`src/logic/sosp_pkg.sv`:
```
// Constants shared by the streaming output source port and its testbench.
package sosp_pkg;
	localparam int DATA_W = 32;
	localparam int STRB_W = 4;
	localparam int APB_AW = 8;
	localparam int FIFO_DEPTH = 32;
	localparam int LVL_W = 6;
	localparam int EMPTY_W = 5;
	localparam int MAX_LAT = 8;
	localparam int BYTE_W = 8;

	localparam logic [APB_AW-1:0] OFS_CTRL = 8'h00;
	localparam logic [APB_AW-1:0] OFS_SIDE = 8'h04;
	localparam logic [APB_AW-1:0] OFS_DATA = 8'h08;
	localparam logic [APB_AW-1:0] OFS_STAT = 8'h0c;
	localparam logic [APB_AW-1:0] OFS_CNT = 8'h10;

	localparam int CTRL_HOF = 0;
	localparam int CTRL_NB = 1;
	localparam int CTRL_W = 2;

	localparam int SIDE_SOP = 0;
	localparam int SIDE_EOP = 1;
	localparam int SIDE_EMP_LSB = 8;

	localparam int STAT_NB_OK = 0;
	localparam int STAT_NB_TRIED = 1;
	localparam int STAT_FULL = 2;
	localparam int STAT_EMPTY = 3;
	localparam int STAT_OVALID = 4;
	localparam int STAT_SNK_RDY = 5;
	localparam int STAT_IN_PKT = 6;
	localparam int STAT_PKT_ERR = 7;
	localparam int STAT_LVL_LSB = 8;

	localparam logic [31:0] CNT_RST = 32'h0000_0000;
	localparam logic [31:0] CNT_ONE = 32'h0000_0001;
endpackage

```
`src/logic/sosp_fifo.sv`:
```
// Synchronous FIFO that buffers outgoing stream words.
`timescale 1ns/1ns
`default_nettype none
module sosp_fifo #(
	parameter int WIDTH = 32,
	parameter int DEPTH = 32
) (
	input wire logic clk,
	input wire logic rst_n,
	input wire logic in_valid,
	output logic in_ready,
	input wire logic [WIDTH-1:0] in_data,
	output logic out_valid,
	input wire logic out_ready,
	output logic [WIDTH-1:0] out_data,
	output logic [$clog2(DEPTH):0] level
);
	localparam int AW = $clog2(DEPTH);
	localparam logic [AW:0] FULL_CNT = (AW+1)'(DEPTH);

	// Depth is taken as a power of two so the pointers wrap by themselves.
	typedef struct packed {
		logic [DEPTH-1:0][WIDTH-1:0] mem;
		logic [AW-1:0] wp;
		logic [AW-1:0] rp;
		logic [AW:0] cnt;
	} sosp_fifo_st_t;

	sosp_fifo_st_t st_r;
	sosp_fifo_st_t st_nxt;
	logic wr;
	logic rd;

	assign in_ready = st_r.cnt != FULL_CNT;
	assign out_valid = st_r.cnt != '0;
	assign out_data = st_r.mem[st_r.rp];
	assign level = st_r.cnt;
	assign wr = in_valid & in_ready;
	assign rd = out_valid & out_ready;

	always_comb begin
		st_nxt = st_r;
		if (wr) begin
			st_nxt.mem[st_r.wp] = in_data;
			st_nxt.wp = st_r.wp + 1'b1;
		end
		if (rd) begin
			st_nxt.rp = st_r.rp + 1'b1;
		end
		if (wr && !rd) begin
			st_nxt.cnt = st_r.cnt + 1'b1;
		end else if (rd && !wr) begin
			st_nxt.cnt = st_r.cnt - 1'b1;
		end
	end

	always_ff @(posedge clk or negedge rst_n) begin
		if (!rst_n) begin
			st_r <= '0;
		end else begin
			st_r <= st_nxt;
		end
	end
endmodule
`default_nettype wire

```
`src/logic/sosp_top.sv`:
```
// Streaming output source port with APB registers and a word buffer.
// Operation
// [RULE1] Ready latency 0 to 8, default 0; valid only inside the latency window.
// [RULE2] Symbol width divides the word; unset or invalid means one symbol per word.
// [RULE3] Full edition obeys symbol order setting; basic edition is always little endian.
// [RULE4] High order first puts the first symbol in the top bits.
// [RULE5] Packet option exposes start and end of packet beside each word.
// [RULE6] Empty output only on request and only with several symbols per word.
// [RULE7] On a packet's last word empty counts the symbols carrying no data.
// [RULE8] Unused symbols sit low or high as the symbol order selects.
// [RULE9] Ready input exists by default; the option can remove backpressure.
// [RULE10] Without ready the sink takes every valid word; latency is then zero.
// [RULE11] A blocking write stalls the writer until the word is accepted.
// [RULE12] Write with packet flags exists only with the packet option.
// [RULE13] Write with flags and empty needs both packet and empty options.
// [RULE14] Non-blocking write never stalls and reports whether ready was high.
// [RULE15] Data bus width equals the carried element size.
// [RULE16] A word moves when valid meets acceptance and holds stable until then.
//
// Register access over APB and the register offsets were left to the implementer.
`timescale 1ns/1ns
`default_nettype none
module sosp_top #(
	parameter int READY_LAT = 0,
	parameter int SYM_W = sosp_pkg::DATA_W,
	parameter bit FULL_EDITION = 1'b1,
	parameter bit HOF_RESET = 1'b0,
	parameter bit PACKETS = 1'b0,
	parameter bit EMPTY_EN = 1'b0,
	parameter bit READY_EN = 1'b1
) (
	input wire logic REF_CLK,
	input wire logic RESET_N,
	input wire logic PSEL,
	input wire logic PENABLE,
	input wire logic PWRITE,
	input wire logic [sosp_pkg::APB_AW-1:0] PADDR,
	input wire logic [sosp_pkg::DATA_W-1:0] PWDATA,
	input wire logic [sosp_pkg::STRB_W-1:0] PSTRB,
	output logic [sosp_pkg::DATA_W-1:0] PRDATA,
	output logic PREADY,
	output logic PSLVERR,
	output logic [sosp_pkg::DATA_W-1:0] SRC_DATA,
	output logic SRC_VALID,
	output logic SRC_SOP,
	output logic SRC_EOP,
	output logic [sosp_pkg::EMPTY_W-1:0] SRC_EMPTY,
	input wire logic SNK_READY
);
	localparam int DW = sosp_pkg::DATA_W;
	localparam int EW = sosp_pkg::EMPTY_W;
	localparam int SYM_EFF = (SYM_W > 0 && (DW % SYM_W) == 0) ? SYM_W : DW; // RULE2
	localparam int NSYM = DW / SYM_EFF;
	localparam int LAT_CLIP = (READY_LAT > sosp_pkg::MAX_LAT) ? sosp_pkg::MAX_LAT : READY_LAT;
	localparam int LAT = READY_EN ? LAT_CLIP : 0; // RULE10
	localparam int PIDX = (LAT > 0) ? LAT - 1 : 0;
	localparam bit PKT_ON = PACKETS;
	localparam bit EMP_ON = PACKETS && EMPTY_EN && (NSYM > 1); // RULE6
	localparam int ENT_W = DW + 2 + EW;
	localparam logic [EW-1:0] EMP_MAX = EW'(NSYM - 1);
	localparam logic [sosp_pkg::CTRL_W-1:0] CTRL_RST = {1'b0, HOF_RESET};

	typedef enum logic [2:0] {
		R_CTRL,
		R_SIDE,
		R_DATA,
		R_STAT,
		R_CNT,
		R_NONE
	} sosp_reg_t;

	typedef struct packed {
		logic [sosp_pkg::CTRL_W-1:0] ctrl;
		logic sop;
		logic eop;
		logic [EW-1:0] empty;
		logic nb_ok;
		logic nb_tried;
		logic [sosp_pkg::MAX_LAT-1:0] rdy_hist;
		logic o_valid;
		logic [DW-1:0] o_data;
		logic o_sop;
		logic o_eop;
		logic [EW-1:0] o_empty;
		logic [31:0] xfer_cnt;
		logic in_pkt;
		logic pkt_err;
		logic [DW-1:0] rdata;
	} sosp_st_t;

	function automatic sosp_reg_t reg_of(input logic [sosp_pkg::APB_AW-1:0] a);
		if (a == sosp_pkg::OFS_CTRL) begin
			return R_CTRL;
		end else if (a == sosp_pkg::OFS_SIDE) begin
			return R_SIDE;
		end else if (a == sosp_pkg::OFS_DATA) begin
			return R_DATA;
		end else if (a == sosp_pkg::OFS_STAT) begin
			return R_STAT;
		end else if (a == sosp_pkg::OFS_CNT) begin
			return R_CNT;
		end else begin
			return R_NONE;
		end
	endfunction

	// Byte lanes with a clear strobe keep their old contents.
	function automatic logic [DW-1:0] merge(input logic [DW-1:0] old_v,
		input logic [DW-1:0] new_v, input logic [sosp_pkg::STRB_W-1:0] strb);
		logic [DW-1:0] r;
		r = old_v;
		for (int b = 0; b < sosp_pkg::STRB_W; b++) begin
			if (strb[b]) begin
				r[b*sosp_pkg::BYTE_W +: sosp_pkg::BYTE_W] =
					new_v[b*sosp_pkg::BYTE_W +: sosp_pkg::BYTE_W];
			end
		end
		return r;
	endfunction

	// Software supplies the first symbol in the low bits; reversing moves it to
	// the top and also carries the unused trailing symbols to the low bits.
	function automatic logic [DW-1:0] order(input logic [DW-1:0] d, input logic hof);
		logic [DW-1:0] r;
		r = d;
		if (hof) begin
			for (int i = 0; i < DW; i++) begin
				r[i] = d[(NSYM - 1 - i / SYM_EFF) * SYM_EFF + i % SYM_EFF]; // RULE4 RULE8
			end
		end
		return r;
	endfunction

	sosp_st_t st_r;
	sosp_st_t st_nxt;
	sosp_reg_t which;
	logic setup;
	logic access;
	logic data_wr;
	logic nb_mode;
	logic hof_eff;
	logic ready_eff;
	logic perm_next;
	logic fire;
	logic load;
	logic push;
	logic sop_in;
	logic eop_in;
	logic [EW-1:0] emp_in;
	logic [EW-1:0] emp_side;
	logic f_in_ready;
	logic f_out_valid;
	logic [ENT_W-1:0] f_out_data;
	logic [sosp_pkg::LVL_W-1:0] f_level;
	logic [DW-1:0] side_word;
	logic [DW-1:0] stat_word;
	logic [sosp_pkg::MAX_LAT:0] rdy_ext;
	logic [DW-1:0] ctrl_m;
	logic [DW-1:0] side_m;

	assign which = reg_of(PADDR);
	assign setup = PSEL & ~PENABLE;
	assign access = PSEL & PENABLE;
	assign nb_mode = st_r.ctrl[sosp_pkg::CTRL_NB];
	assign hof_eff = FULL_EDITION & st_r.ctrl[sosp_pkg::CTRL_HOF]; // RULE3
	assign ready_eff = READY_EN ? SNK_READY : 1'b1; // RULE9 RULE10
	assign data_wr = access & PWRITE & (which == R_DATA);

	// A blocking push holds the bus until the buffer takes the word, so the
	// writing software cannot run ahead; a non-blocking push always completes.
	assign PREADY = (data_wr && !nb_mode) ? f_in_ready : 1'b1; // RULE11
	assign PSLVERR = access & (which == R_NONE);
	assign PRDATA = st_r.rdata;

	// Non-blocking pushes succeed only when the sink shows ready right now.
	assign push = data_wr & f_in_ready & (nb_mode ? ready_eff : 1'b1); // RULE11 RULE14

	assign emp_side = st_r.empty;
	assign sop_in = PKT_ON & st_r.sop; // RULE5 RULE12
	assign eop_in = PKT_ON & st_r.eop; // RULE12
	assign emp_in = (!EMP_ON || !eop_in) ? '0 : // RULE13 RULE7
		((emp_side > EMP_MAX) ? EMP_MAX : emp_side);

	sosp_fifo #(
		.WIDTH(ENT_W),
		.DEPTH(sosp_pkg::FIFO_DEPTH)
	) u_fifo (
		.clk(REF_CLK),
		.rst_n(RESET_N),
		.in_valid(push),
		.in_ready(f_in_ready),
		.in_data({sop_in, eop_in, emp_in, PWDATA}), // RULE15
		.out_valid(f_out_valid),
		.out_ready(load),
		.out_data(f_out_data),
		.level(f_level)
	);

	// Index 0 is ready in this cycle, index k is ready k cycles ago.
	assign rdy_ext = {st_r.rdy_hist, ready_eff};
	assign perm_next = (LAT == 0) ? 1'b1 : rdy_ext[PIDX]; // RULE1

	// With latency zero the word waits on valid and ready together; with a
	// latency, valid is only raised in a cycle that ready already granted.
	assign fire = st_r.o_valid & ((LAT == 0) ? ready_eff : 1'b1); // RULE16
	assign load = f_out_valid & ((LAT == 0) ? (~st_r.o_valid | fire) : perm_next); // RULE1

	assign side_word = {
		{(DW - sosp_pkg::SIDE_EMP_LSB - EW){1'b0}},
		st_r.empty,
		{(sosp_pkg::SIDE_EMP_LSB - 2){1'b0}},
		st_r.eop,
		st_r.sop
	};

	assign stat_word = {
		{(DW - sosp_pkg::STAT_LVL_LSB - sosp_pkg::LVL_W){1'b0}},
		f_level,
		st_r.pkt_err,
		st_r.in_pkt,
		ready_eff,
		st_r.o_valid,
		~f_out_valid,
		~f_in_ready,
		st_r.nb_tried,
		st_r.nb_ok
	};

	assign ctrl_m = merge({{(DW - sosp_pkg::CTRL_W){1'b0}}, st_r.ctrl}, PWDATA, PSTRB);
	assign side_m = merge(side_word, PWDATA, PSTRB);

	always_comb begin
		st_nxt = st_r;
		st_nxt.rdy_hist = rdy_ext[sosp_pkg::MAX_LAT-1:0];

		if (setup) begin
			case (which)
				R_CTRL: begin
					st_nxt.rdata = {{(DW - sosp_pkg::CTRL_W){1'b0}}, st_r.ctrl};
				end
				R_SIDE: begin
					st_nxt.rdata = side_word;
				end
				R_STAT: begin
					st_nxt.rdata = stat_word;
				end
				R_CNT: begin
					st_nxt.rdata = st_r.xfer_cnt;
				end
				default: begin
					st_nxt.rdata = '0;
				end
			endcase
		end

		if (access && PWRITE) begin
			case (which)
				R_CTRL: begin
					st_nxt.ctrl = ctrl_m[sosp_pkg::CTRL_W-1:0];
				end
				R_SIDE: begin
					st_nxt.empty = side_m[sosp_pkg::SIDE_EMP_LSB +: EW];
					st_nxt.eop = side_m[sosp_pkg::SIDE_EOP];
					st_nxt.sop = side_m[sosp_pkg::SIDE_SOP];
				end
				R_STAT: begin
					if (PWDATA[sosp_pkg::STAT_PKT_ERR] && PSTRB[0]) begin
						st_nxt.pkt_err = 1'b0;
					end
				end
				R_CNT: begin
					st_nxt.xfer_cnt = sosp_pkg::CNT_RST;
				end
				default: begin
				end
			endcase
		end

		if (data_wr && nb_mode) begin
			st_nxt.nb_tried = 1'b1;
			st_nxt.nb_ok = push; // RULE14
		end

		if (fire) begin
			// Counting on top of a clear in the same cycle leaves the count at one.
			st_nxt.xfer_cnt = st_nxt.xfer_cnt + sosp_pkg::CNT_ONE;
			if (st_r.o_sop && st_r.in_pkt) begin
				st_nxt.pkt_err = 1'b1;
			end
			if (PKT_ON && !st_r.o_sop && !st_r.in_pkt) begin
				st_nxt.pkt_err = 1'b1;
			end
			if (st_r.o_eop) begin
				st_nxt.in_pkt = 1'b0;
			end else if (st_r.o_sop) begin
				st_nxt.in_pkt = 1'b1;
			end
			st_nxt.o_valid = 1'b0;
		end

		// Words leave in buffer order; the symbol order is applied as each one
		// enters the output stage, so a change of it takes effect between words.
		if (load) begin
			st_nxt.o_valid = 1'b1;
			st_nxt.o_data = order(f_out_data[DW-1:0], hof_eff); // RULE3 RULE4
			st_nxt.o_empty = f_out_data[DW +: EW]; // RULE7 RULE8
			st_nxt.o_eop = f_out_data[DW + EW];
			st_nxt.o_sop = f_out_data[DW + EW + 1];
		end
	end

	always_ff @(posedge REF_CLK or negedge RESET_N) begin
		if (!RESET_N) begin
			st_r <= '0;
			st_r.ctrl <= CTRL_RST;
			st_r.xfer_cnt <= sosp_pkg::CNT_RST;
		end else begin
			st_r <= st_nxt;
		end
	end

	// Outputs hold while valid waits for acceptance.
	assign SRC_VALID = st_r.o_valid; // RULE16
	assign SRC_DATA = st_r.o_data;
	assign SRC_SOP = st_r.o_sop; // RULE5
	assign SRC_EOP = st_r.o_eop;
	assign SRC_EMPTY = st_r.o_empty; // RULE6
endmodule
`default_nettype wire

```
`config.mk`:
```
export PLATFORM = sky130hd
export DESIGN_NAME = sosp_top
export DESIGN_NICKNAME = d
export VERILOG_FILES = /design/src/logic/sosp_pkg.sv /design/src/logic/sosp_fifo.sv /design/src/logic/sosp_top.sv
export SDC_FILE = /design/constraint.sdc
export NUM_CORES = 2
export LEC_CHECK = 0
export ABC_AREA = 1
export CAP_MARGIN = 20
export CORE_MARGIN = 8
export CORE_UTILIZATION = 54
export DETAILED_ROUTE_END_ITERATION = 12
export DONT_BUFFER_PORTS = 1
export PLACE_DENSITY = 0.73
export SLEW_MARGIN = 20
export SYNTH_ARGS = -nofsm -noshare
export SYNTH_HDL_FRONTEND = slang
export SYNTH_SLANG_ARGS = --single-unit
```
`constraint.sdc`:
```
create_clock -name REF_CLK -period 3.7 [get_ports REF_CLK]
set_input_delay 0.37 -clock REF_CLK [delete_from_list [all_inputs] [get_ports REF_CLK]]
set_output_delay 0.37 -clock REF_CLK [all_outputs]
set_load 0.005 [all_outputs]
```
* Word level (Yosys, flattened, before mapping)
Index checks and enable logic that the tools add are counted.
** Word-level totals
- Output and inout bits :: 74
- Register bits :: 1381
- Memories :: 0
- Bits in latches :: 0
- Logic and storage cells :: 131
- Bits of input ports :: 50
- ROM bits :: 0
- Memory bits (writable) :: 0
** Cells by class
- Shift-type cells :: 0
- Equality and inequality tests :: 10
- Div/mod/pow operators :: 0
- Add/sub/neg operators :: 5
- Multipliers :: 0
- Mux-type cells :: 26
- Bitwise operators :: 16
- Reductions and logical operators :: 21
- Order comparisons :: 3
** Operators by type and width (count)
- 1248-bit bitwise mux :: 1
- 39-bit binary-select mux with 5-bit select :: 1
- 39-bit demux with 5-bit select :: 1
- 32-bit one-hot mux with 4 select lines :: 1
- 39-bit 2-to-1 mux :: 2
- 32-bit 2-to-1 mux :: 2
- 40-bit 2-to-1 mux :: 1
- 34-bit 2-to-1 mux :: 1
- 32-bit by 1-bit adder with 32-bit output (second input constant) :: 1
- 8-bit by 4-bit == test with 1-bit output (second input constant) :: 2
- 5-bit by 6-bit < comparator with 1-bit output (second input constant) :: 2
- 3-bit 2-to-1 mux :: 4
- 6-bit 2-to-1 mux :: 2
- 1-bit AND :: 11
- 5-bit by 1-bit adder with 5-bit output (second input constant) :: 2
- 1-bit 2-to-1 mux :: 10
- 3-bit AND reduction :: 3
- 8-bit by 3-bit == test with 1-bit output (second input constant) :: 1
- 8-bit by 5-bit == test with 1-bit output (second input constant) :: 1
- 1-bit logical AND :: 8
- 8-bit zero test :: 1
- 6-bit by 1-bit adder with 6-bit output (second input constant) :: 1
- 3-bit by 2-bit == test with 1-bit output (second input constant) :: 2
- 3-bit == test (second input constant) :: 2
- other kinds (11) :: 18

* Longest topological paths before layout
- Word-level depth :: 15
- Mapped depth :: 18
- Mapped depth without buffers :: 18

* Cells and area by module
From an unflattened synthesis, not the netlist that was laid out.
** Second synthesis, totals
- Cell total of the unflattened synthesis :: 8675
- Area total of the unflattened synthesis :: 67045.6 um^2
** By module, submodules not included
- sosp_fifo :: instances 1, seq. area each 31630.3 um^2, area an instance 60757.0 um^2, cells an instance 7903
- sosp_top :: instances 1, seq. area each 2927.8 um^2, area an instance 6288.5 um^2, cells an instance 772

* Worst setup path after synthesis
No wires, ideal clock.
- Path type :: flip-flop to flip-flop
- Start :: register u_fifo.st_r, in the netlist u_fifo.level[2]
- End :: register u_fifo.st_r, in the netlist u_fifo.level[5]
- Library setup time :: 79 ps
- Arrival time :: 2731 ps
- Setup slack :: 889 ps
- Path buffers :: 2
- Cell stages (with the launch flop) :: 19
- Path through :: dfrtp_1 > inv_1 > nand3_1 > nor3_2 > nand2_1 > nand2_1 > buf_2 > buf_1 > ha_1 > inv_1 > ha_1 > nand2_1 > nand3_1 > nand2_1 > nand2_1 > a21oi_1 > o21ai_0 > a21oi_1 > xor2_1
** Between the ends
- Word-level cells in the longest chain between the ends :: 7
** RTL lines
- start: declaration :: RTL line sosp_fifo.sv:29 : sosp_fifo_st_t st_r;
- start signal: assignment :: RTL line sosp_fifo.sv:61 : st_r <= st_nxt;
- 6-bit inequality test :: RTL line sosp_fifo.sv:34 : assign in_ready = st_r.cnt != FULL_CNT;
- 1-bit AND (2 in a row) :: RTL line sosp_top.sv:176 : assign push = data_wr & f_in_ready & (nb_mode ? ready_eff : 1'b1);
- 1-bit AND :: RTL line sosp_fifo.sv:38 : assign wr = in_valid & in_ready;
- 1-bit zero test :: RTL line sosp_fifo.sv:52 : end else if (rd && !wr) begin
- 1-bit logical AND :: RTL line sosp_fifo.sv:52
- 2-bit nonzero test (no source line)
Several ways; a longest one is shown, not always the timed one. The select of a mux whose other input is x is not followed.
A chain may end at the register's enable or synchronous reset.

* Worst setup path after layout
- Start :: input port PSEL
- End :: register u_fifo.st_r[396] in the netlist's numbering
** Between the ends
- Word-level cells in the longest chain between the ends :: 6
** RTL lines
- start: declaration :: RTL line sosp_top.sv:34 : input wire logic PSEL,
- 1-bit AND :: RTL line sosp_top.sv:163 : assign access = PSEL & PENABLE;
- 1-bit AND (2 in a row) :: RTL line sosp_top.sv:167 : assign data_wr = access & PWRITE & (which == R_DATA);
- 1-bit AND (2 in a row) :: RTL line sosp_top.sv:176
- 1-bit AND :: RTL line sosp_fifo.sv:38
Every way passes these cells.

==> summary.md <==
| Metric | Value |
|---|---|
| Hold path cells | `2` |
| Register area | `between 0.02 and 0.03 mm²` |
| CP max-delay cell | `dlygate4sd3_1` |
| Die Width | `around 330 µm` |
| Drt total wl | `~150000 µm` |
| Final hold vios | `0` |
| Vias in the first global route | `slightly above 40000` |
| Most common cell in the netlist | `nand2_1` |
| Placed Area | `between 0.05 and 0.06 mm²` |
| Reg2reg end | `SRC_DATA[9]$_DFFE_PN0P_` |
| PD cells | `about 630 mW/mm²` |
| Initial Utilization | `0.545` |
| Worst slack, placed | `695 ps` |
| Crit-path cells | `dlygate4sd3_1 -> nand3_2 -> dlygate4sd3_1 -> nor3_2 -> and2_4 -> buf_4 -> nand3_4 -> buf_4 -> nand2_1 -> o21ai_1` |
| # placed instances | `6871` |
| Fin crit share | `0.857` |
| Peak per-stage delay on the critical path | `slightly above 600 ps` |
| Number of synthesized flops with an enable pin | `0` |
| Largest net degree at the start of global routing | `211` |
| ANT nets after route | `0` |
| Via count | `roughly 43000` |
| CTS tree | `yes` |
| Iter 0 DRT Violations | `~5000` |
| Synth unique cells | `between 40 and 50` |
| Synth Instances | `slightly above 6000` |
| Critical R2R Launch | `u_fifo.level[2]$_DFFE_PN0P_` |
| Tmin final | `approximately 3200 ps` |
| Crit-path max FO | `between 60 and 70` |
| Pwr Total | `approximately 37 mW` |
| Worst-skew pair later-pin latency | `approximately 740 ps` |
| Outcome | `completed` |
| Share of post-route cells with drive strength above 1 | `0.135` |
| First-pass GRT wire length | `between 200000 and 250000 µm` |
| Clock buffer depth | `3` |
| Hold endpoint | `u_fifo.st_r[1250]$_DFFE_PN0P_` |
| Final Net Count | `5768` |
| Reg2reg setup slack | `~780 ps` |
| Gp weighted congestion | `0.840` |
| Setup-failing EPs final | `0` |
| Antenna Cells | `0` |
| Ports | `between 100 and 150` |
| Rows | `about 120` |
| Least-Margin Pin Slew | `~1100 ps` |
| Clock slew at the register clock pins of the worst setup and hold paths | `60 ps` |
| Seq/Total Area, Yosys | `0.527` |
| Most instantiated cells after synthesis | `nand2_1, dfrtp_1, o21ai_0` |
| Clock root buffer | `clkbuf_16` |
| Kind of critical path | `in -> reg` |
| Full die area | `0.111 mm²` |
| Largest cells by area after synthesis | `dfrtp_1, nand2_1, o21ai_2` |
| Area leader, netlist | `dfrtp_1` |
| Die Height | `approximately 330 µm` |
| Critical path launch point type | `primary input` |
| Top delay family on crit path | `buffers and inverters` |
| RSZ-0062 raised after global routing | `false` |
| Yosys warnings | `0` |
| Number of CTS-inserted buffers | `117` |
| Worst r2r path cells | `10` |
| Top-area cell type share of the netlist area | `0.527` |
| PnR worst setup slack | `about 530 ps` |
| HPWL after DPL | `80100 µm` |
| Ys flop type | `dfrtp_1` |
| Fmax | `around 320 MHz` |
| Final Max Tran Viols | `0` |
| Multi-input gate area | `between 0.02 and 0.025 mm²` |
| GRT Overall Usage | `0.267` |
| Wirelength per Cell | `~21 µm` |
| Initial antenna violation count | `2` |
| HP Start | `PWDATA[25]` |
| Core Util, Final | `0.578` |
| Clock Sinks | `roughly 1100` |
| Area growth, synth to finish | `6.20%` |
| Final setup skew | `42.8 ps` |
| Grt total ovfl | `0` |
| Relative slew slack | `0.246` |
| Buf/Inv on CP | `4` |
| Syn_area_per_cell | `9.01 µm²` |
| Core ar. | `~0.1 mm²` |
| Required time of the critical path | `between 4000 and 5000 ps` |
| Synthesized area | `0.0545 mm²` |
| # fillers | `between 8000 and 9000` |
| Non-filler instance count after layout | `approximately 7100` |
| Hold Crit Class | `in -> reg` |
| Fin area | `roughly 0.058 mm²` |
| Critical path endpoint category | `flip-flop` |
| DRT Pass-1 Iters | `7` |
| Peak supply drop | `around 770 µV` |
| Register bit total from synthesis | `between 1000 and 1500` |
| # DRC | `0` |
| Leakage power | `25.6 nW` |
| Vias per cell | `approximately 6` |
| Synth async-reset ratio | `1.00` |
| H-tree levels | `3` |
| MaxCap Viol Count | `0` |
| Port Buffers | `0` |
| WP data arrival | `3720 ps` |
sequential cells by signal, summed over array words and instances (netlist names):
name / cells
SRC_DATA: 32
hof_eff: 1
side_word: 2
SRC_VALID: 1
PRDATA: 32
emp_side: 5
st_r: 34
nb_mode: 1
u_fifo.level: 6
u_fifo.st_r: 1034
routing by layer:
metal | part of all wire | track usage
met1 | 0.43 | 0.373
met2 | 0.46 | 0.422
met3 | 0.077 | 0.0444
met4 | 0.037 | 0.0986
met5 | 0.00018 | 0
worst max path at each step:
stage | cells past startpoint | end | from
finish | 10 | u_fifo.st_r[396]$_DFFE_PN0P_ | PSEL
global route | 10 | u_fifo.st_r[396]$_DFFE_PN0P_ | PSEL
CTS | 10 | u_fifo.st_r[650]$_DFFE_PN0P_ | PSEL
detailed placement | 18 | u_fifo.level[5]$_DFFE_PN0P_ | PADDR[4]
global placement | 3 | u_fifo.st_r[6]$_DFFE_PN0P_ | RESET_N
floorplan | 18 | u_fifo.level[5]$_DFFE_PN0P_ | u_fifo.level[2]$_DFFE_PN0P_
area by class of cell:
| type | instances | share of cell area |
|---|---|---|
| multi-input cells | 4185 | 0.369 |
| flip-flops and latches | 1148 | 0.496 |
| repair buffers | 126 | 0.0287 |
| inverters | 127 | 0.00853 |
| clock inverters | 48 | 0.0104 |
| well taps | 1298 | 0.0280 |
| clock buffers | 169 | 0.0589 |
through the flow:
stage / TNS [ps] / hold slack [ps]
final: 0 / 19.3
after global routing: 0 / 12.1
after CTS: 0 / 9.68
after detailed placement: 0 / 76.7
after global placement: -17290 / 76.3
after floorplan: 0 / 74.4
report_power, final:
part	internal (mW)	switching, mW	leakage [nW]	total, mW
sequential	12.9	0.408	15.9	13.3
clock	7.05	5.16	1.99	12.2
combinational	3.31	7.96	7.72	11.3
total	23.2	13.5	25.6	36.8
cell families (layout without fill, tap and decap cells):
group	after synthesis	in the layout	synth area share
adders and majority gates	13	13	0.00312
buffers and inverters	726	470	0.0822
xor gates and xnor gates	30	30	0.00482
and+or+nand+nor	2258	2258	0.172
DFF	1148	1148	0.527
muxes	1	1	0.000206
other	1	7	0.0000687
AOI/OAI and AO/OA	1876	1876	0.211
what timing repair did:
action | 4_1_cts | 5_1_grt
hold endpoints to repair | 194 | 1
resized for setup | 0 | 0
hold buffers | 10 | 1
setup buffers | 0 | 0
worst reg2reg max path, cell delays in order, from the launching register on:
cell     delay, ps
dfrtp_1        420
inv_1          100
nand3_1         80
nor3_2         190
nand2_1        140
nand2_2         90
buf_4          540
inv_2          560
buf_4          390
nand3_1        250
nand2_1         70
placed cells by master, fill, tap and decap left out, types with 9 or more instances in the layout:
master	count
nand2_1	1377
dfrtp_1	1144
o21ai_0	643
nor2_1	606
o21ai_1	555
o21ai_2	375
o22ai_1	147
nand3_1	131
clkbuf_16	117
o221ai_1	109
inv_1	90
nand4_1	74
buf_4	70
nand3_4	32
clkinv_2	32
clkbuf_8	29
buf_12	29
inv_2	25
xor2_1	24
clkbuf_1	23
o211ai_1	19
buf_16	16
o31ai_1	13
ha_1	12
nor2_2	10
dlygate4sd3_1	10
bufinv_16	9
(Power assumes the default switching activity.)
